## config.mk

```make
export PLATFORM = sky130hd
export DESIGN_NAME = pmpp_packer
export DESIGN_NICKNAME = d
export VERILOG_FILES = /design/src/hdl/pmpp_pkg.sv /design/src/hdl/pmpp_fifo.sv /design/src/hdl/pmpp_packer.sv
export SDC_FILE = /design/constraint.sdc
export NUM_CORES = 1
export LEC_CHECK = 0
export BUFFER_PORTS_ARGS = -buffer_cell sky130_fd_sc_hd__buf_4
export CELL_PAD_IN_SITES_DETAIL_PLACEMENT = 1
export CELL_PAD_IN_SITES_GLOBAL_PLACEMENT = 2
export CORE_MARGIN = 2
export CORE_UTILIZATION = 37
export DETAILED_ROUTE_END_ITERATION = 10
export GPL_ROUTABILITY_DRIVEN = 0
export PLACE_DENSITY = 0.82
export SYNTH_ARGS = -nofsm -noshare
export SYNTH_HDL_FRONTEND = slang
export SYNTH_HIERARCHICAL = 1
export SYNTH_SLANG_ARGS = --single-unit
```

## constraint.sdc

```tcl
create_clock -name ref_clk -period 3.4 [get_ports ref_clk]
set_input_delay 0.68 -clock ref_clk [delete_from_list [all_inputs] [get_ports ref_clk]]
set_output_delay 0.68 -clock ref_clk [all_outputs]
set_load 0.01 [all_outputs]
```

## src/hdl/pmpp_pkg.sv

```systemverilog
// Purpose: constants and carrier types of the parallel host pixel packer
// Assumes: one clock, host strobe already synchronous
// Notes: pixel output carries 6-6-6 components; 65k pixels are widened
// Function
// - Interface-select value 0001 selects the first-variant 16-bit bus and its pixel formats.
// - Interface-select value 1001 selects the second-variant 16-bit bus on D17..D10 and D8..D1, skipping D9.
// - Interface-select value 0011 selects the first-variant 18-bit bus; the packer does not decode it and takes the one-word 65k path.
// - Pixel format 101 on the 16-bit bus makes every data word one whole pixel.
// - In the one-word 16-bit format red comes from D15..D11, green from D10..D5, blue from D4..D0.
// - Pixel format 110 on the 16-bit bus uses two-bit packing mode to arrange 18-bit pixels over words.
// - Packing mode 00 builds two pixels from three words: R0/G0, B0/R1, G1/B1 as high/low bytes.
// - Packing mode 01 takes red high and green low from word one, blue high from word two.
// - Packing mode 10 takes R, G and B5..2 from word one and B1..0 from the top of word two.
// - Packing mode 11 takes R5..4 from the bottom of word one and R3..0, G and B from word two.
// - A command byte comes with the select low on the low data lines; pixel words come with it high.
// - The second-variant 16-bit bus reads commands from D8..D1 and pixel fields from D17..D10, D8..D1.
// - Second-variant 9-bit bus, mode 00: two words, R5..0 G5..3 then G2..0 B5..0.
// - Second-variant 9-bit bus, mode 01: one six-bit component per word on D16..D11, R then G then B.
// - The 16-bit bus supports both 65k and 262k color depth by pixel format.
// - Pixels stream in ascending order and packing phase is kept across a data run.
package pmpp_pkg;
   localparam logic [3:0] PMPP_IF_16_I = 4'h1;
   localparam logic [3:0] PMPP_IF_18_I = 4'h3;
   localparam logic [3:0] PMPP_IF_9_II = 4'hA;
   localparam logic [3:0] PMPP_IF_16_II = 4'h9;
   localparam logic [2:0] PMPP_FMT_16 = 3'h5;
   localparam logic [2:0] PMPP_FMT_18 = 3'h6;
   localparam logic [1:0] PMPP_PACK_00 = 2'h0;
   localparam logic [1:0] PMPP_PACK_01 = 2'h1;
   localparam logic [1:0] PMPP_PACK_10 = 2'h2;
   localparam logic [1:0] PMPP_PACK_11 = 2'h3;
   // register byte addresses on the avalon slave
   localparam logic [3:0] PMPP_REG_CTRL = 4'h0;
   localparam logic [3:0] PMPP_REG_STAT = 4'h4;
   localparam logic [3:0] PMPP_REG_CMD = 4'h8;
   localparam logic [3:0] PMPP_REG_CNT = 4'hC;
   localparam int PMPP_CTRL_FMT_LSB = 0;
   localparam int PMPP_CTRL_PACK_LSB = 4;
   localparam logic [2:0] PMPP_RST_FMT = 3'h5;
   localparam logic [1:0] PMPP_RST_PACK = 2'h0;
   localparam logic [7:0] PMPP_LINE_LAST = 8'hEF;
   localparam int PMPP_FIFO_DEPTH = 4;

   typedef struct packed {
      logic [5:0] red;
      logic [5:0] green;
      logic [5:0] blue;
   } pmpp_pixel_t;

   typedef struct packed {
      logic wr;
      logic dc;
      logic [17:0] data;
   } pmpp_host_t;
endpackage : pmpp_pkg

```

## src/hdl/pmpp_fifo.sv

```systemverilog
// Purpose: small synchronous fifo with valid/ready on both sides
// Assumes: depth is a power of two
// Notes: full and empty come from a fill counter
module pmpp_fifo #(
   parameter int WIDTH = 18,
   parameter int DEPTH = 4
) (
   // clock and reset
   input wire logic ref_clk,
   input wire logic resetn,
   // fill side
   input wire logic in_valid,
   output logic in_ready,
   input wire logic [WIDTH-1:0] in_data,
   // drain side
   output logic out_valid,
   input wire logic out_ready,
   output logic [WIDTH-1:0] out_data
);
   localparam int AW = $clog2(DEPTH);
   logic [WIDTH-1:0] mem [DEPTH];
   logic [AW-1:0] wp_r;
   logic [AW-1:0] rp_r;
   logic [AW:0] cnt_r;
   logic push;
   logic pop;

   assign in_ready = (cnt_r != AW'(0) + (AW+1)'(DEPTH));
   assign out_valid = (cnt_r != '0);
   assign push = in_valid && in_ready;
   assign pop = out_valid && out_ready;
   assign out_data = mem[rp_r];

   always_ff @(posedge ref_clk) begin
      if (push) begin
         mem[wp_r] <= in_data;
      end
   end

   always_ff @(posedge ref_clk or negedge resetn) begin
      if (!resetn) begin
         wp_r <= '0;
         rp_r <= '0;
         cnt_r <= '0;
      end else begin
         if (push) begin
            wp_r <= wp_r + AW'(1);
         end
         if (pop) begin
            rp_r <= rp_r + AW'(1);
         end
         cnt_r <= cnt_r + (AW+1)'(push) - (AW+1)'(pop);
      end
   end
endmodule : pmpp_fifo

```

## src/hdl/pmpp_packer.sv

```systemverilog
// Purpose: assembles host bus words into 18-bit pixels for display memory
// Assumes: host strobe is synchronous; every cycle it is high while host_ready is high takes one word
// Notes: pixels leave through a 4-word fifo; a full fifo stalls the host
//
// Implementation choices: the address map and the Avalon-MM interface to the registers.
module pmpp_packer #(
   parameter int FIFO_DEPTH = pmpp_pkg::PMPP_FIFO_DEPTH
) (
   // clock and reset
   input wire logic ref_clk,
   input wire logic resetn,
   // host pins
   input wire logic [3:0] interface_select_pins,
   input wire pmpp_pkg::pmpp_host_t host_bus,
   output logic host_ready,
   // pixel stream
   output logic pix_valid,
   input wire logic pix_ready,
   output pmpp_pkg::pmpp_pixel_t pix_data,
   // avalon-mm slave
   input wire logic [3:0] avs_address,
   input wire logic avs_read,
   input wire logic avs_write,
   input wire logic [31:0] avs_writedata,
   output logic [31:0] avs_readdata,
   output logic avs_waitrequest
);
   import pmpp_pkg::*;

   typedef enum logic [2:0] {
      PMPP_PH0 = 3'b001,
      PMPP_PH1 = 3'b010,
      PMPP_PH2 = 3'b100
   } pmpp_phase_t;

   pmpp_phase_t phase_r;
   logic [2:0] host_pixel_format_field;
   logic [1:0] wide_pixel_packing_field;
   logic [7:0] last_cmd_r;
   logic [7:0] pix_count_r;
   logic [17:0] hold_r;
   logic ack_r;
   logic [31:0] rdata_r;
   logic [15:0] w16;
   logic [7:0] cmd_byte;
   logic [8:0] w9;
   logic word_in;
   logic cmd_in;
   logic data_in;
   logic emit;
   pmpp_pixel_t pix_nxt;
   pmpp_phase_t phase_nxt;
   logic fifo_in_ready;
   logic is16_mode;
   logic is2_mode;

   assign is2_mode = (interface_select_pins == PMPP_IF_16_II);
   assign is16_mode = (interface_select_pins == PMPP_IF_16_I) || is2_mode;
   // second variant skips D9 and shifts the low half up by one line
   assign w16 = is2_mode ? {host_bus.data[17:10], host_bus.data[8:1]} : host_bus.data[15:0];
   // the 9-bit bus carries its command byte on the top lines
   assign cmd_byte = is2_mode ? host_bus.data[8:1] :
      (interface_select_pins == PMPP_IF_9_II) ? host_bus.data[17:10] : host_bus.data[7:0];
   assign w9 = host_bus.data[17:9];
   assign host_ready = fifo_in_ready;
   assign word_in = host_bus.wr && host_ready;
   assign cmd_in = word_in && !host_bus.dc;
   assign data_in = word_in && host_bus.dc;

   always_comb begin
      emit = 1'b0;
      pix_nxt = '0;
      phase_nxt = phase_r;
      if (data_in) begin
         if (interface_select_pins == PMPP_IF_9_II) begin
            if (wide_pixel_packing_field == PMPP_PACK_01) begin
               case (phase_r)
                  PMPP_PH0: phase_nxt = PMPP_PH1;
                  PMPP_PH1: phase_nxt = PMPP_PH2;
                  default: begin
                     emit = 1'b1;
                     phase_nxt = PMPP_PH0;
                  end
               endcase
               pix_nxt = {hold_r[11:0], host_bus.data[16:11]};
            end else begin
               if (phase_r == PMPP_PH0) begin
                  phase_nxt = PMPP_PH1;
               end else begin
                  emit = 1'b1;
                  phase_nxt = PMPP_PH0;
               end
               pix_nxt = {hold_r[8:0], w9};
            end
         end else if (host_pixel_format_field == PMPP_FMT_16 || !is16_mode) begin
            emit = 1'b1;
            // five-bit components widened by repeating their msb
            pix_nxt = {w16[15:11], w16[15], w16[10:5], w16[4:0], w16[4]};
         end else begin
            case (wide_pixel_packing_field)
               PMPP_PACK_00: begin
                  case (phase_r)
                     PMPP_PH0: phase_nxt = PMPP_PH1;
                     PMPP_PH1: begin
                        emit = 1'b1;
                        phase_nxt = PMPP_PH2;
                        // six-bit fields sit at the top of each byte half
                        pix_nxt = {hold_r[15:10], hold_r[7:2], w16[15:10]};
                     end
                     default: begin
                        emit = 1'b1;
                        phase_nxt = PMPP_PH0;
                        pix_nxt = {hold_r[7:2], w16[15:10], w16[7:2]};
                     end
                  endcase
               end
               PMPP_PACK_01: begin
                  if (phase_r == PMPP_PH0) begin
                     phase_nxt = PMPP_PH1;
                  end else begin
                     emit = 1'b1;
                     phase_nxt = PMPP_PH0;
                     pix_nxt = {hold_r[15:10], hold_r[7:2], w16[15:10]};
                  end
               end
               PMPP_PACK_10: begin
                  if (phase_r == PMPP_PH0) begin
                     phase_nxt = PMPP_PH1;
                  end else begin
                     emit = 1'b1;
                     phase_nxt = PMPP_PH0;
                     pix_nxt = {hold_r[15:0], w16[15:14]};
                  end
               end
               default: begin
                  if (phase_r == PMPP_PH0) begin
                     phase_nxt = PMPP_PH1;
                  end else begin
                     emit = 1'b1;
                     phase_nxt = PMPP_PH0;
                     pix_nxt = {hold_r[1:0], w16};
                  end
               end
            endcase
         end
      end
      if (cmd_in) begin
         phase_nxt = PMPP_PH0;
      end
   end

   // phase survives between data words until a command arrives
   always_ff @(posedge ref_clk or negedge resetn) begin
      if (!resetn) begin
         phase_r <= PMPP_PH0;
      end else begin
         phase_r <= phase_nxt;
      end
   end

   always_ff @(posedge ref_clk or negedge resetn) begin
      if (!resetn) begin
         hold_r <= '0;
      end else if (data_in) begin
         if (interface_select_pins == PMPP_IF_9_II && wide_pixel_packing_field == PMPP_PACK_01) begin
            hold_r <= {hold_r[11:0], host_bus.data[16:11]};
         end else if (interface_select_pins == PMPP_IF_9_II) begin
            hold_r <= {9'h000, w9};
         end else begin
            hold_r <= {2'h0, w16};
         end
      end
   end

   always_ff @(posedge ref_clk or negedge resetn) begin
      if (!resetn) begin
         last_cmd_r <= '0;
         pix_count_r <= '0;
      end else begin
         if (cmd_in) begin
            last_cmd_r <= cmd_byte;
            pix_count_r <= '0;
         end else if (emit) begin
            // ascending pixel index within a line, wraps after the last
            pix_count_r <= (pix_count_r == PMPP_LINE_LAST) ? 8'h00 : pix_count_r + 8'h01;
         end
      end
   end

   pmpp_fifo #(
      .WIDTH(18),
      .DEPTH(FIFO_DEPTH)
   ) u_fifo (
      .ref_clk(ref_clk),
      .resetn(resetn),
      .in_valid(emit),
      .in_ready(fifo_in_ready),
      .in_data(pix_nxt),
      .out_valid(pix_valid),
      .out_ready(pix_ready),
      .out_data(pix_data)
   );

   // avalon slave: one wait cycle, answer on the second edge
   assign avs_waitrequest = (avs_read || avs_write) && !ack_r;
   assign avs_readdata = rdata_r;

   always_ff @(posedge ref_clk or negedge resetn) begin
      if (!resetn) begin
         ack_r <= 1'b0;
         rdata_r <= '0;
         host_pixel_format_field <= PMPP_RST_FMT;
         wide_pixel_packing_field <= PMPP_RST_PACK;
      end else begin
         ack_r <= (avs_read || avs_write) && !ack_r;
         // write lands on the edge that completes the transfer
         if (avs_write && ack_r && avs_address == PMPP_REG_CTRL) begin
            host_pixel_format_field <= avs_writedata[PMPP_CTRL_FMT_LSB +: 3];
            wide_pixel_packing_field <= avs_writedata[PMPP_CTRL_PACK_LSB +: 2];
         end
         if (avs_read && !ack_r) begin
            case (avs_address)
               PMPP_REG_CTRL: rdata_r <= {26'h0, wide_pixel_packing_field, 1'b0, host_pixel_format_field};
               PMPP_REG_STAT: rdata_r <= {23'h0, pix_valid, host_ready, phase_r, interface_select_pins};
               PMPP_REG_CMD: rdata_r <= {24'h0, last_cmd_r};
               PMPP_REG_CNT: rdata_r <= {24'h0, pix_count_r};
               default: rdata_r <= '0;
            endcase
         end
      end
   end

   // 18-bit bus select is not decoded; it takes the one-word 65k path on D15..D0

   a_cmd_phase_reset: assert property (@(posedge ref_clk) disable iff (!resetn)
      cmd_in |=> phase_r == PMPP_PH0) else $error("phase not reset by command");
   a_one_word_pixel: assert property (@(posedge ref_clk) disable iff (!resetn)
      data_in && is16_mode && host_pixel_format_field == PMPP_FMT_16 |-> emit) else $error("65k word lost");
   a_red_field_map: assert property (@(posedge ref_clk) disable iff (!resetn)
      emit && is16_mode && !is2_mode && host_pixel_format_field == PMPP_FMT_16
      |-> pix_nxt.red[5:1] == host_bus.data[15:11]) else $error("red field misplaced");
   a_mode01_two: assert property (@(posedge ref_clk) disable iff (!resetn)
      data_in && is16_mode && host_pixel_format_field == PMPP_FMT_18 && wide_pixel_packing_field == PMPP_PACK_01
      && phase_r == PMPP_PH0 |-> !emit) else $error("mode 01 emitted early");
   a_mode10_blue: assert property (@(posedge ref_clk) disable iff (!resetn)
      emit && is16_mode && host_pixel_format_field == PMPP_FMT_18 && wide_pixel_packing_field == PMPP_PACK_10
      |-> pix_nxt.blue[1:0] == w16[15:14]) else $error("mode 10 blue wrong");
   a_mode11_tail: assert property (@(posedge ref_clk) disable iff (!resetn)
      emit && is16_mode && host_pixel_format_field == PMPP_FMT_18 && wide_pixel_packing_field == PMPP_PACK_11
      |-> pix_nxt[15:0] == w16) else $error("mode 11 tail wrong");
   a_cmd_line_map: assert property (@(posedge ref_clk) disable iff (!resetn)
      cmd_in && is2_mode |=> last_cmd_r == $past(host_bus.data[8:1])) else $error("variant two cmd lines");
   a_mode00_third: assert property (@(posedge ref_clk) disable iff (!resetn)
      data_in && is16_mode && host_pixel_format_field == PMPP_FMT_18 && wide_pixel_packing_field == PMPP_PACK_00
      && phase_r == PMPP_PH2 |-> emit ##1 phase_r == PMPP_PH0) else $error("mode 00 cycle broken");
   a_nine_pair: assert property (@(posedge ref_clk) disable iff (!resetn)
      data_in && interface_select_pins == PMPP_IF_9_II && wide_pixel_packing_field == PMPP_PACK_00
      && phase_r == PMPP_PH1 |-> emit) else $error("9-bit pair lost");
   a_nine_triplet: assert property (@(posedge ref_clk) disable iff (!resetn)
      data_in && interface_select_pins == PMPP_IF_9_II && wide_pixel_packing_field == PMPP_PACK_01
      && phase_r != PMPP_PH2 |-> !emit) else $error("9-bit triplet early");
endmodule : pmpp_packer

```

# Word level (Yosys, flattened, before mapping)

Memory sizes are Yosys's and may differ from the RTL's.
Index checks and enable logic that the tools add are counted.
W data, S select, Z words.

Register bits after elaboration: 80
RAM bits: 72
Output and inout port bits: 53
Logic and storage cells: 88
Memories: 1

Memories:

| name       | words | bits a word | rd ports | clocked after Yosys merged registers in | write ports | line            | source |
|---|---|---|---|---|---|---|---|
| u_fifo.mem | 4     | 18          | 1        | 0                                       | 1           | pmpp_fifo.sv:21 | `logic [WIDTH-1:0] mem [DEPTH];` |

Add/subtract/negate cells: 5
Equality and inequality tests: 14
Multiplexer cells: 34
Reductions and logical operators: 23

Operators with widths:

| cell                  | number |
|---|---|
| $mux W18              | 7 |
| $pmux W18 S3          | 1 |
| $mux W16              | 3 |
| $mux W8               | 5 |
| $pmux W18 S2          | 1 |
| $pmux W9 S4           | 1 |
| $mux W3               | 6 |
| $eq A4 B4 Y1 const B  | 4 |
| $logic_and A1 B1 Y1   | 10 |
| $add A8 B1 Y8 const B | 1 |
| $eq A8 B8 Y1 const B  | 1 |
| $mux W1               | 8 |
| $ne A3 B3 Y1 const B  | 2 |
| $pmux W3 S2           | 1 |
| $add A2 B1 Y2 const B | 2 |
| $eq A4 B1 Y1 const B  | 1 |
| $eq A4 B3 Y1 const B  | 1 |
| $logic_not A4 Y1      | 1 |
| $reduce_bool A2 Y1    | 2 |
| $add A3 B1 Y3         | 1 |
| $eq A3 B1 Y1 const B  | 1 |
| $eq A3 B2 Y1 const B  | 1 |
| $eq A3 B3 Y1 const B  | 1 |
| $logic_not A1 Y1      | 3 |
| other kinds (9)       | 11 |

# Longest topological paths before layout

Gate-level depths: netlist of the first run.

Depth in word-level cells: 10
Gate-level depth with buffers: 15
Gate-level depth less buffers: 13

# Cells and area by module

Netlist of the first run, hierarchy kept.

Modules (own cells, without submodules):

| module      | instances | cells each | area an instance (um^2) | sequential area each (um^2) |
|---|---|---|---|---|
| pmpp_packer | 1         | 505        | 4157.7                  | 1255.0 |
| pmpp_fifo   | 1         | 135        | 3074.2                  | 2337.2 |

# Least setup slack after synthesis of the first run

No wires, ideal clock.

Path kind: input port to flip-flop
Start: input interface_select_pins[0]
End: register u_fifo.cnt_r[2]
Arrival time: 2.837 ns
Data required time: 3.269 ns
Setup slack: 0.432 ns
Stages on the path: 14
Buffers on the path: 2
Cells stage by stage: nor4bb_1 -> buf_2 -> a31oi_1 -> o31ai_4 -> buf_6 -> inv_1 -> nand2b_1 -> ha_1 -> inv_1 -> ha_1 -> inv_1 -> fa_1 -> xnor2_1 -> xnor2_1

Cells in the longest elaborated chain, start to end: 10
Elaborated cells on any way between the ends: 12
Those cells by class: add/sub: 2; eq/ne: 3; mux: 3; reduce/logical: 4

RTL lines:

| what                                                | line                                 | source |
|---|---|---|
| start: declaration                                  | pmpp_packer.sv:13                    | `input wire logic [3:0] interface_select_pins,` |
| $eq A4 B1 Y1 / $eq A4 B4 Y1 (equally long branches) | pmpp_packer.sv:58, pmpp_packer.sv:57 |  |
| $logic_or A1 B1 Y1                                  | pmpp_packer.sv:58                    | `assign is16_mode = (interface_select_pins == PMPP_IF_16_I) \|\| is2_mode;` |
| $logic_not A1 Y1                                    | pmpp_packer.sv:95                    | `end else if (host_pixel_format_field == PMPP_FMT_16 \|\| !is16_mode) begin` |
| $logic_or A1 B1 Y1                                  | pmpp_packer.sv:95                    |  |
| $mux W1                                             | pmpp_packer.sv:95                    |  |
| $mux W1 *                                           | pmpp_packer.sv:75                    | `if (interface_select_pins == PMPP_IF_9_II) begin` |
| $mux W1 *                                           | pmpp_packer.sv:74                    | `if (data_in) begin` |
| net emit                                            | pmpp_packer.sv:50                    | `logic emit;` |
| $logic_and A1 B1 Y1 *                               | pmpp_fifo.sv:30                      | `assign push = in_valid && in_ready;` |
| $add A3 B1 Y3 *                                     | pmpp_fifo.sv:52                      | `cnt_r <= cnt_r + (AW+1)'(push) - (AW+1)'(pop);` |
| $sub A3 B1 Y3 *                                     | pmpp_fifo.sv:52                      |  |
| end signal: assignment                              | pmpp_fifo.sv:52                      |  |
| end: declaration                                    | pmpp_fifo.sv:24                      | `logic [AW:0] cnt_r;` |

The timed path passes the listed nets; every way through them passes the cells marked *.
A chain may end at the register's enable or synchronous reset.

# Final worst setup path of the first run

Start: register u_fifo.cnt_r[2]
End: register u_fifo.cnt_r[2]

Cells in the longest elaborated chain, start to end: 7
Elaborated cells on any way between the ends: 9
Those cells by class: add/sub: 2; eq/ne: 1; mux: 1; reduce/logical: 5

RTL lines:

| what                | line              | source |
|---|---|---|
| $ne A3 B3 Y1        | pmpp_fifo.sv:28   | `assign in_ready = (cnt_r != AW'(0) + (AW+1)'(DEPTH));` |
| $logic_and A1 B1 Y1 | pmpp_packer.sv:66 | `assign word_in = host_bus.wr && host_ready;` |
| $logic_and A1 B1 Y1 | pmpp_packer.sv:68 | `assign data_in = word_in && host_bus.dc;` |
| $mux W1             | pmpp_packer.sv:74 |  |
| net emit            | pmpp_packer.sv:50 |  |
| $logic_and A1 B1 Y1 | pmpp_fifo.sv:30   |  |
| $add A3 B1 Y3       | pmpp_fifo.sv:52   |  |
| $sub A3 B1 Y3       | pmpp_fifo.sv:52   |  |

The timed path passes the listed nets, and every way through them passes these cells.

==> results of run 1 <==
-- through the flow --
step           utilization (%)  setup slack, ns  hold WS [ns]  instance area (um2)
3_5_place_dp              40.9            0.264         0.472                 7910
2_1_floorplan                -            0.432         0.384                 7310
3_3_place_gp              40.9            0.300         0.449                 7910
4_1_cts                   43.8            0.327         0.367                 8470
5_1_grt                   43.8           0.0830         0.382                 8470
6_report                  43.8            0.295         0.322                 8470
-- critical path, delay by kind of cell (launching register included) --
kind            cells  cell delay, ns
compound gates      1            0.18
xor+xnor            2            0.27
fa+ha+maj           3            0.80
buf+inv             4            0.50
flops               1            0.46
simple gates        3            0.77
-- Yosys cell counts, types with 4 or more instances --
| library cell | count | area share [%] |
|---|---|---|
| ha_1 | 7 | 1.2 |
| buf_4 | 27 | 2.8 |
| nand2_1 | 62 | 3.2 |
| a21o_1 | 5 | 0.52 |
| xnor2_1 | 5 | 0.61 |
| nand2b_1 | 11 | 0.95 |
| nor3b_1 | 4 | 0.42 |
| clkbuf_1 | 21 | 1.1 |
| nor2_1 | 38 | 2.0 |
| a211oi_1 | 13 | 1.3 |
| nor3_1 | 6 | 0.42 |
| inv_1 | 15 | 0.78 |
| and3b_1 | 4 | 0.48 |
| and2_1 | 4 | 0.35 |
| a31oi_1 | 26 | 2.2 |
| a21oi_1 | 32 | 2.2 |
| edfxtp_1 | 72 | 30 |
| mux4_2 | 23 | 7.2 |
| nand3_1 | 7 | 0.48 |
| o211ai_1 | 9 | 0.93 |
| o21ai_0 | 46 | 3.2 |
| buf_2 | 9 | 0.62 |
| buf_6 | 8 | 1.2 |
| a221oi_1 | 4 | 0.48 |
| dfrtp_1 | 54 | 19 |
| o31ai_1 | 6 | 0.62 |
| a22oi_1 | 11 | 1.1 |
| o221ai_1 | 8 | 0.97 |
| mux2i_1 | 19 | 2.6 |
| mux2_2 | 7 | 1.1 |
| a22o_1 | 12 | 1.5 |
-- worst paths after layout --
path / startpoint / endpoint / cells past startpoint
hold reg to reg: ack_r / ack_r / 1
hold / removal: resetn / u_fifo/cnt_r[2] / 1
min in group ref_clk: ack_r / ack_r / 1
max in group asynchronous: resetn / hold_r[11] / 1
setup / recovery: u_fifo/cnt_r[2] / u_fifo/cnt_r[2] / 13
setup reg to reg: u_fifo/cnt_r[2] / u_fifo/cnt_r[2] / 13
-- kinds of logic after synthesis --
| family | Yosys count | synth area share [%] |
|---|---|---|
| AND/OR/NAND/NOR | 165 | 11.9 |
| adder cells (fa/ha/maj) | 8 | 1.49 |
| other | 1 | 0.0519 |
| AO/OA/AOI/OAI | 198 | 18.6 |
| XOR/XNOR | 6 | 0.727 |
| flip-flops | 129 | 49.7 |
| multiplexers | 49 | 10.9 |
| buffers and inverters | 84 | 6.75 |
-- registers in the layout, summed over array words and instances, names as in the netlist --
register / count
avs_readdata: 9
wide_pixel_packing_field: 2
u_fifo/cnt_r: 3
hold_r: 16
pix_count_r: 8
host_pixel_format_field: 3
u_fifo/mem: 72
phase_r: 3
u_fifo/rp_r: 2
ack_r: 1
u_fifo/wp_r: 2
last_cmd_r: 8
-- layout make-up --
class / instances / area [um2] / share of cell area [%]
inverters: 16 / 60.1 / 0.709
repair buffers: 90 / 676 / 7.97
multi-input cells: 449 / 3250 / 38.3
clock buffers: 18 / 429 / 5.06
flip-flops and latches: 129 / 3590 / 42.4
well taps: 265 / 332 / 3.91
clock inverters: 14 / 135 / 1.59
-- where the power goes --
part / switching, mW / internal, mW / total [mW]
sequential: 0.321 / 1.96 / 2.28
clock: 0.746 / 1.02 / 1.76
combinational: 1.12 / 0.919 / 2.04
-- layout by cell type, fill, tap and decap left out, types with 8 or more instances in the layout --
| cell type | count |
|---|---|
| clkbuf_16 | 17 |
| nand2b_1 | 11 |
| nand2_1 | 62 |
| a22oi_1 | 11 |
| mux2i_1 | 19 |
| o211ai_1 | 9 |
| a31oi_1 | 26 |
| a21oi_1 | 32 |
| edfxtp_1 | 72 |
| o21ai_0 | 46 |
| inv_1 | 15 |
| buf_4 | 90 |
| conb_1 | 23 |
| mux4_2 | 23 |
| a211oi_1 | 13 |
| nor2_1 | 38 |
| a22o_1 | 12 |
| o221ai_1 | 8 |
| dfrtp_1 | 54 |
-- routing by layer --
layer  up-vias  share of wire, %  global-route usage (%)
met2       193                49                    36.5
met4         2               2.2                    7.33
met5         -             0.059                       0
met1      2853                44                    28.9
met3        42               5.2                    3.40
li1       2538                 -                       -
==> metrics.cfg, run 1 <==
[logic_synthesis]
synth_edf_count = 72
synthArstFlopShare_pct = 44.2
ys.flop_type = edfxtp_1
avgSynthCellArea_um2 = 11.3
netlist_instances = 640
netlist_area_mm2 = 0.00723
ys_seq_elements = 129
synth-warning-count = 6
yosysSeqAreaShare_pct = 49.7
synth.distinct_cells = 70

[grt]
grt_max_degree = 58
grt_pass1_wl_um = 33800
grt_pass1_vias = 5803
antenna_found_initial = 1
grt_usage_pct = 21.8
gr-total-overflow = 0

[drt]
routedWlPerCell_um = 22.5
firstDrtPassIters = 5
first_iter_violations = 426
drc_errors = 0
via_per_inst = 5.74
vias = 5628
ant_nets = 0
wirelength_um = 22100

[placement]
dp.cells = 949
io_buffers = 67
dp_hpwl_um = 15700

[cts]
clkTransAtPathRegs_ns = 0.06
cts_resized = 0
clk_latency_ns = 0.42
cts_num_sinks = 129
cts_tree = done
cts.path.max_buffers = 2
numCtsBuffers = 17
postCtsHoldBufs = 0
cts_root_buf = clkbuf_16
cts_max_level = 4
cts_setup_buffers = 0

[die]
start_util_pct = 37.4
dieHeight_um = 144
core_area_mm2 = 0.0193
die_w_um = 144
io_pins = 118
die-area_mm2 = 0.0207
rows = 51

[timing]
post-route-period-util_pct = 91.3
setup_violations = 0
rsz0062_at_grt = false
max_freq_ghz = 0.322
final-hold-violation-count = 0
fin_crit_ns = 3.10
drv_slew = 0
relSlewSlack_pct = 30.4
tightest_slew_ns = 1.04
finalSetupTns_ns = 0
finClkSkew_ns = 0.00833

[cells_and_area]
n_antenna_cell = 0
syn_to_final_growth_pct = 17.2
fin_nets = 776
drive_above_1_share_pct = 23.3
finalNonFillerCells = 981
fillers = 2133

[worst_setup_path]
worstPathRequired_ns = 3.71
max_stage_delay_ns = 0.46
startpoint_type = register
worst_ep_arrival_time_ns = 3.41
crit_top_cell = inv_1
crit_path_top_delay_cell = dfrtp_1
endpoint_kind = register
cp_max_fo = 9
crit_path_cell_trace = nor3b_4, inv_1, and3_1, o31ai_4, inv_1, nand2b_1, ha_1, inv_1, ha_1, inv_1, fa_1, xnor2_1, xnor2_1
critPathKind = register to register
reg2reg_slack_ns = 0.30

[run_status]
outcome = finished clean

[run]
drv_cap = 0

[power]
vdd_drop_max_v = 0.000366
finalPower_mw = 6.09
p_per_area_mw_per_mm2 = 718
leakagePower_nw = 3.25

[min_path]
hold_class = primary input to async pin

Note: power is estimated with default switching activity, not from simulation.
==> inputs of run 2 (changes only) <==
Settings changed: REMOVE_ABC_BUFFERS from default to 1.
Clock period 3.4 ns to 3.5 ns, I/O delays scaled along.
==> metrics.cfg, run 2 (synthesized netlist as in run 1, its figures left out) <==
[worst_setup_path]
crit_top_cell = inv_1  ; unchanged
startpoint_type = register  ; unchanged
worst_ep_arrival_time_ns = 3.37  ; was 3.41 ns
critPathKind = register to register  ; unchanged
crit_family = adder cells  ; unchanged
max_stage_delay_ns = 0.57  ; was 0.46 ns
crit_path_top_delay_cell = dfrtp_1  ; unchanged
crit_buf_inv = 3  ; was 4
cp_max_fo = 11  ; was 9
endpoint_kind = register  ; unchanged
crit_path_cell_trace = or2b_1, o21a_1, o31ai_4, inv_1, nand2b_1, ha_1, inv_1, ha_1, inv_1, fa_1, xnor2_1, xnor2_1  ; was nor3b_4, inv_1, and3_1, o31ai_4, inv_1, nand2b_1, ha_1, inv_1, ha_1, inv_1, fa_1, xnor2_1, xnor2_1
worstPathRequired_ns = 3.80  ; was 3.71 ns
reg2reg_slack_ns = 0.42  ; was 0.30 ns

[cts]
cts_max_level = 4  ; unchanged
cts_num_sinks = 129  ; unchanged
clk_latency_ns = 0.42  ; about the same
numCtsBuffers = 17  ; unchanged
cts_root_buf = clkbuf_16  ; unchanged
cts_tree = done  ; unchanged
cts.path.max_buffers = 2  ; unchanged
cts_resized = 0  ; unchanged
postCtsHoldBufs = 0  ; unchanged
clkTransAtPathRegs_ns = 0.07  ; was 0.06 ns
cts_setup_buffers = 0  ; unchanged

[placement]
dp.cells = 950  ; was 949
pre_cts_slack_ns = 0.319  ; was 0.264 ns
dp_hpwl_um = 15000  ; was 15700 um
io_buffers = 67  ; unchanged

[timing]
setup_violations = 0  ; unchanged
final-hold-violation-count = 0  ; unchanged
finalSetupTns_ns = 0  ; unchanged
drv_slew = 0  ; unchanged
fin_crit_ns = 3.08  ; was 3.10 ns
finClkSkew_ns = 0.0112  ; was 0.00833 ns
rsz0062_at_grt = false  ; unchanged
whs_ns = 0.352  ; was 0.322 ns
tightest_slew_ns = 1.05  ; was 1.04 ns
setup_slack_ns = 0.423  ; was 0.295 ns
relSlewSlack_pct = 29.4  ; was 30.4%
post-route-period-util_pct = 87.9  ; was 91.3%
max_freq_ghz = 0.325  ; was 0.322 GHz

[grt]
grt_pass1_vias = 5643  ; was 5803
antenna_found_initial = 0  ; was 1
grt_max_degree = 58  ; unchanged
grt_usage_pct = 21.2  ; was 21.8%
gr-total-overflow = 0  ; unchanged
grt_pass1_wl_um = 33100  ; was 33800 um

[min_path]
hold_class = primary input to async pin  ; unchanged

[drt]
firstDrtPassIters = 5  ; unchanged
first_iter_violations = 300  ; was 426
ant_nets = 0  ; unchanged
vias = 5672  ; was 5628
routedWlPerCell_um = 21.8  ; was 22.5 um
drc_errors = 0  ; unchanged
via_per_inst = 5.78  ; was 5.74
wirelength_um = 21400  ; was 22100 um

[run]
drv_cap = 0  ; unchanged

[power]
internal-power_mw = 3.86  ; was 3.90 mW
seqPwrFrac_pct = 37.5  ; about the same
p_per_area_mw_per_mm2 = 705  ; was 718 mW/mm2
p_clk_share_pct = 30.4  ; was 29.0%
vdd_drop_max_v = 0.000364  ; was 0.000366 V
finalPower_mw = 6.01  ; was 6.09 mW
power_switching_mw = 2.14  ; was 2.19 mW
power.share.combinational_pct = 32.1  ; was 33.5%
p_sw_share_pct = 35.7  ; was 35.9%
leakagePower_nw = 3.29  ; was 3.25 nW

[cells_and_area]
final_common_cell = buf_4  ; unchanged
fin_nets = 777  ; was 776
syn_to_final_growth_pct = 17.8  ; was 17.2%
final_cell_mix = buf_4, edfxtp_1, nand2_1  ; unchanged
drive_above_1_share_pct = 23.4  ; was 23.3%
n_antenna_cell = 0  ; unchanged
largest_register_ffs = 72  ; unchanged
finalNonFillerCells = 982  ; was 981
largest-register = u_fifo/mem  ; unchanged

[die]
die_w_um = 144  ; unchanged
start_util_pct = 37.4  ; unchanged
dieHeight_um = 144  ; unchanged
core_area_mm2 = 0.0193  ; unchanged
io_pins = 118  ; unchanged
rows = 51  ; unchanged
die-area_mm2 = 0.0207  ; unchanged

[run_status]
outcome = finished clean  ; unchanged

[run 2: power by group through the flow]
stage	combinational, mW	clock [mW]	sequential, mW
2_1_floorplan	1.15	0	2.21
3_3_place_gp	1.86	0	2.26
5_1_grt	2.11	1.91	2.29
6_report	1.93	1.83	2.25
3_5_place_dp	1.93	0	2.28
4_1_cts	1.93	1.86	2.25
[run 2: worst paths after layout]
| check | end | start | cells after the start |
|---|---|---|---|
| worst max-delay path | u_fifo/cnt_r[2] | phase_r[1] | 12 |
| worst max register to register | u_fifo/cnt_r[2] | phase_r[1] | 12 |
| worst min-delay path | u_fifo/wp_r[0] | resetn | 1 |
| max in group asynchronous | hold_r[2] | resetn | 1 |
| worst min register to register | ack_r | ack_r | 1 |
| min in group ref_clk | ack_r | ack_r | 1 |
[run 2: layer usage]
layer,GRT usage (%),vias to the layer above,part of all wire (%)
met3,4.27,35,5.3
met2,34.1,203,49
met4,7.17,0,1.8
met1,28.6,2895,44
li1,-,2539,-
met5,0,-,0
[run 2: stage by stage]
step	cell area [um2]	utilization (%)
after floorplan	6890	-
after global placement	7920	40.9
after detailed placement	7920	40.9
after CTS	8520	44.0
after global routing	8520	44.0
final	8520	44.0
[run 2: cell type report]
cell class | instances | area (um2)
Clock inverter | 14 | 171
Tap cell | 265 | 332
Multi-Input combinational cell | 449 | 3250
Timing Repair Buffer | 91 | 683
Sequential cell | 129 | 3590
Clock buffer | 18 | 429
Fill cell | 2096 | 10800
Inverter | 16 | 60.1
[run 2: worst register-to-register path: stages, from the launching register on]
cell,delay [ns]
dfrtp_1,0.57
or2b_1,0.37
o21a_1,0.25
o31ai_4,0.26
inv_1,0.21
nand2b_1,0.14
ha_1,0.24
inv_1,0.07
ha_1,0.13
inv_1,0.05
fa_1,0.38
xnor2_1,0.15
xnor2_1,0.13
==> inputs of run 3 (changes only) <==
Clock period 3.5 ns to 3 ns, I/O delays scaled along.
==> metrics.cfg, run 3 (synthesized netlist as in run 1, its figures left out) <==
[run_status]
outcome = finished clean  ; unchanged

[die]
rows = 51  ; unchanged
io_pins = 118  ; unchanged
core_area_mm2 = 0.0193  ; unchanged
die_w_um = 144  ; unchanged
die-area_mm2 = 0.0207  ; unchanged
dieHeight_um = 144  ; unchanged
start_util_pct = 37.4  ; unchanged

[power]
internal-power_mw = 4.40  ; was 3.86 mW
power_switching_mw = 2.57  ; was 2.14 mW
leakagePower_nw = 3.32  ; was 3.29 nW
p_sw_share_pct = 36.8  ; was 35.7%
seqPwrFrac_pct = 37.5  ; about the same
power.share.combinational_pct = 33.4  ; was 32.1%
p_clk_share_pct = 29.2  ; was 30.4%
p_per_area_mw_per_mm2 = 813  ; was 705 mW/mm2
vdd_drop_max_v = 0.000435  ; was 0.000364 V

[grt]
grt_max_degree = 58  ; unchanged
grt_usage_pct = 22.1  ; was 21.2%
antenna_found_initial = 0  ; unchanged
grt_pass1_vias = 5831  ; was 5643
gr-total-overflow = 0  ; unchanged
grt_pass1_wl_um = 34100  ; was 33100 um

[drt]
wirelength_um = 22000  ; was 21400 um
first_iter_violations = 371  ; was 300
vias = 5680  ; was 5672
firstDrtPassIters = 5  ; unchanged
ant_nets = 0  ; unchanged
drc_errors = 0  ; unchanged
via_per_inst = 5.72  ; was 5.78
routedWlPerCell_um = 22.2  ; was 21.8 um

[cts]
clk_latency_ns = 0.43  ; was 0.42 ns
postCtsHoldBufs = 0  ; unchanged
cts_root_buf = clkbuf_16  ; unchanged
cts_max_level = 4  ; unchanged
cts_num_sinks = 129  ; unchanged
numCtsBuffers = 17  ; unchanged
cts_setup_buffers = 0  ; unchanged
cts_tree = done  ; unchanged
clkTransAtPathRegs_ns = 0.07  ; about the same
cts.path.max_buffers = 2  ; unchanged

[cells_and_area]
fillers = 2140  ; was 2096
final_cell_mix = buf_4, edfxtp_1, nand2_1  ; unchanged
largest_register_ffs = 72  ; unchanged
syn_to_final_growth_pct = 18.5  ; was 17.8%
final_common_cell = buf_4  ; unchanged
fin_area_mm2 = 0.00857  ; was 0.00852 mm2
largest-register = u_fifo/mem  ; unchanged
fin_nets = 788  ; was 777
n_antenna_cell = 0  ; unchanged
final_core_util_pct = 44.3  ; was 44.0%
drive_above_1_share_pct = 24.9  ; was 23.4%

[worst_setup_path]
startpoint_type = register  ; unchanged
worst_ep_arrival_time_ns = 2.86  ; was 3.37 ns
endpoint_kind = register  ; unchanged
crit_family = simple AND/OR/NAND/NOR gates  ; was adder cells
crit_path_top_delay_cell = and3b_1  ; was dfrtp_1
crit_path_cell_trace = nor3b_4, inv_1, and3_1, o31ai_4, inv_1, buf_4, and3b_1  ; was or2b_1, o21a_1, o31ai_4, inv_1, nand2b_1, ha_1, inv_1, ha_1, inv_1, fa_1, xnor2_1, xnor2_1
cp_max_fo = 18  ; was 11
worstPathRequired_ns = 3.04  ; was 3.80 ns
crit_buf_inv = 3  ; unchanged
critPathKind = register to register  ; unchanged
crit_top_cell = inv_1  ; unchanged
reg2reg_slack_ns = 0.18  ; was 0.42 ns
max_stage_delay_ns = 0.82  ; was 0.57 ns

[timing]
fin_crit_ns = 2.82  ; was 3.08 ns
post-route-period-util_pct = 93.9  ; was 87.9%
finClkSkew_ns = 0.0185  ; was 0.0112 ns
setup_violations = 0  ; unchanged
final-hold-violation-count = 0  ; unchanged
tightest_slew_ns = 0.996  ; was 1.05 ns
rsz0062_at_grt = false  ; unchanged
whs_ns = 0.254  ; was 0.352 ns
finalSetupTns_ns = 0  ; unchanged
drv_slew = 0  ; unchanged
max_freq_ghz = 0.355  ; was 0.325 GHz
relSlewSlack_pct = 33.6  ; was 29.4%

[min_path]
hold_class = primary input to async pin  ; unchanged

[placement]
post_dp_cell_area_mm2 = 0.00800  ; was 0.00792 mm2
io_buffers = 67  ; unchanged
dp_hpwl_um = 15400  ; was 15000 um

[run]
drv_cap = 0  ; unchanged

run 3: path summary, 6_finish.rpt:
path,depth (start not counted),end,startpoint
setup reg to reg,7,u_fifo/mem[2][13],u_fifo/cnt_r[2]
max in group asynchronous,1,u_fifo/cnt_r[1],resetn
min in group ref_clk,2,host_pixel_format_field[1],avs_writedata[1]
setup / recovery,7,u_fifo/mem[2][13],u_fifo/cnt_r[2]
hold / removal,1,u_fifo/wp_r[0],resetn
hold reg to reg,1,ack_r,ack_r
run 3: through the flow:
step / setup slack (ns) / power, mW / instances
2_1_floorplan: -1.99 / 3.92 / 594
3_3_place_gp: 0.111 / 4.87 / 961
3_5_place_dp: 0.0760 / 4.97 / 961
4_1_cts: 0.175 / 7.03 / 993
5_1_grt: 0.00723 / 7.36 / 993
6_report: 0.182 / 6.97 / 993
run 3: what timing repair did:
action | 4_1_cts | 5_1_grt
gates resized for setup | 0 | 1
endpoints found under the setup margin | 0 | 1
endpoints found under the hold margin | 0 | 0
run 3: layout make-up:
class / count / area, um2 / share of cell area [%]
Clock buffer: 17 / 425 / 4.96
Clock inverter: 15 / 146 / 1.71
Inverter: 16 / 60.1 / 0.701
Multi-Input combinational cell: 449 / 3250 / 37.9
Sequential cell: 129 / 3590 / 41.9
Tap cell: 265 / 332 / 3.87
Timing Repair Buffer: 102 / 766 / 8.93
run 3: worst reg2reg max path: cells and delay by family, from the launching register on:
family	cells	cell delay, ns
AND/OR/NAND/NOR	3	1.34
buffers and inverters	3	0.49
AO/OA/AOI/OAI	1	0.14
flip-flops	1	0.47
run 3: per-layer routing:
metal  routed length (um)  track usage, %  up-vias
li1                     -               -     2561
met1                 9540            29.2     2917
met2                11100            36.9      176
met3                 1120            4.63       26
met4                  286            6.24        0
met5                    0               0        -
run 3: power by group through the flow:
stage               clock network, mW  registers (mW)  logic [mW]
CTS                              2.07            2.61        2.34
detailed placement                  0            2.64        2.33
global route                     2.14            2.66        2.56
global placement                    0            2.61        2.26
floorplan                           0            2.58        1.34
finish                           2.03            2.61        2.33
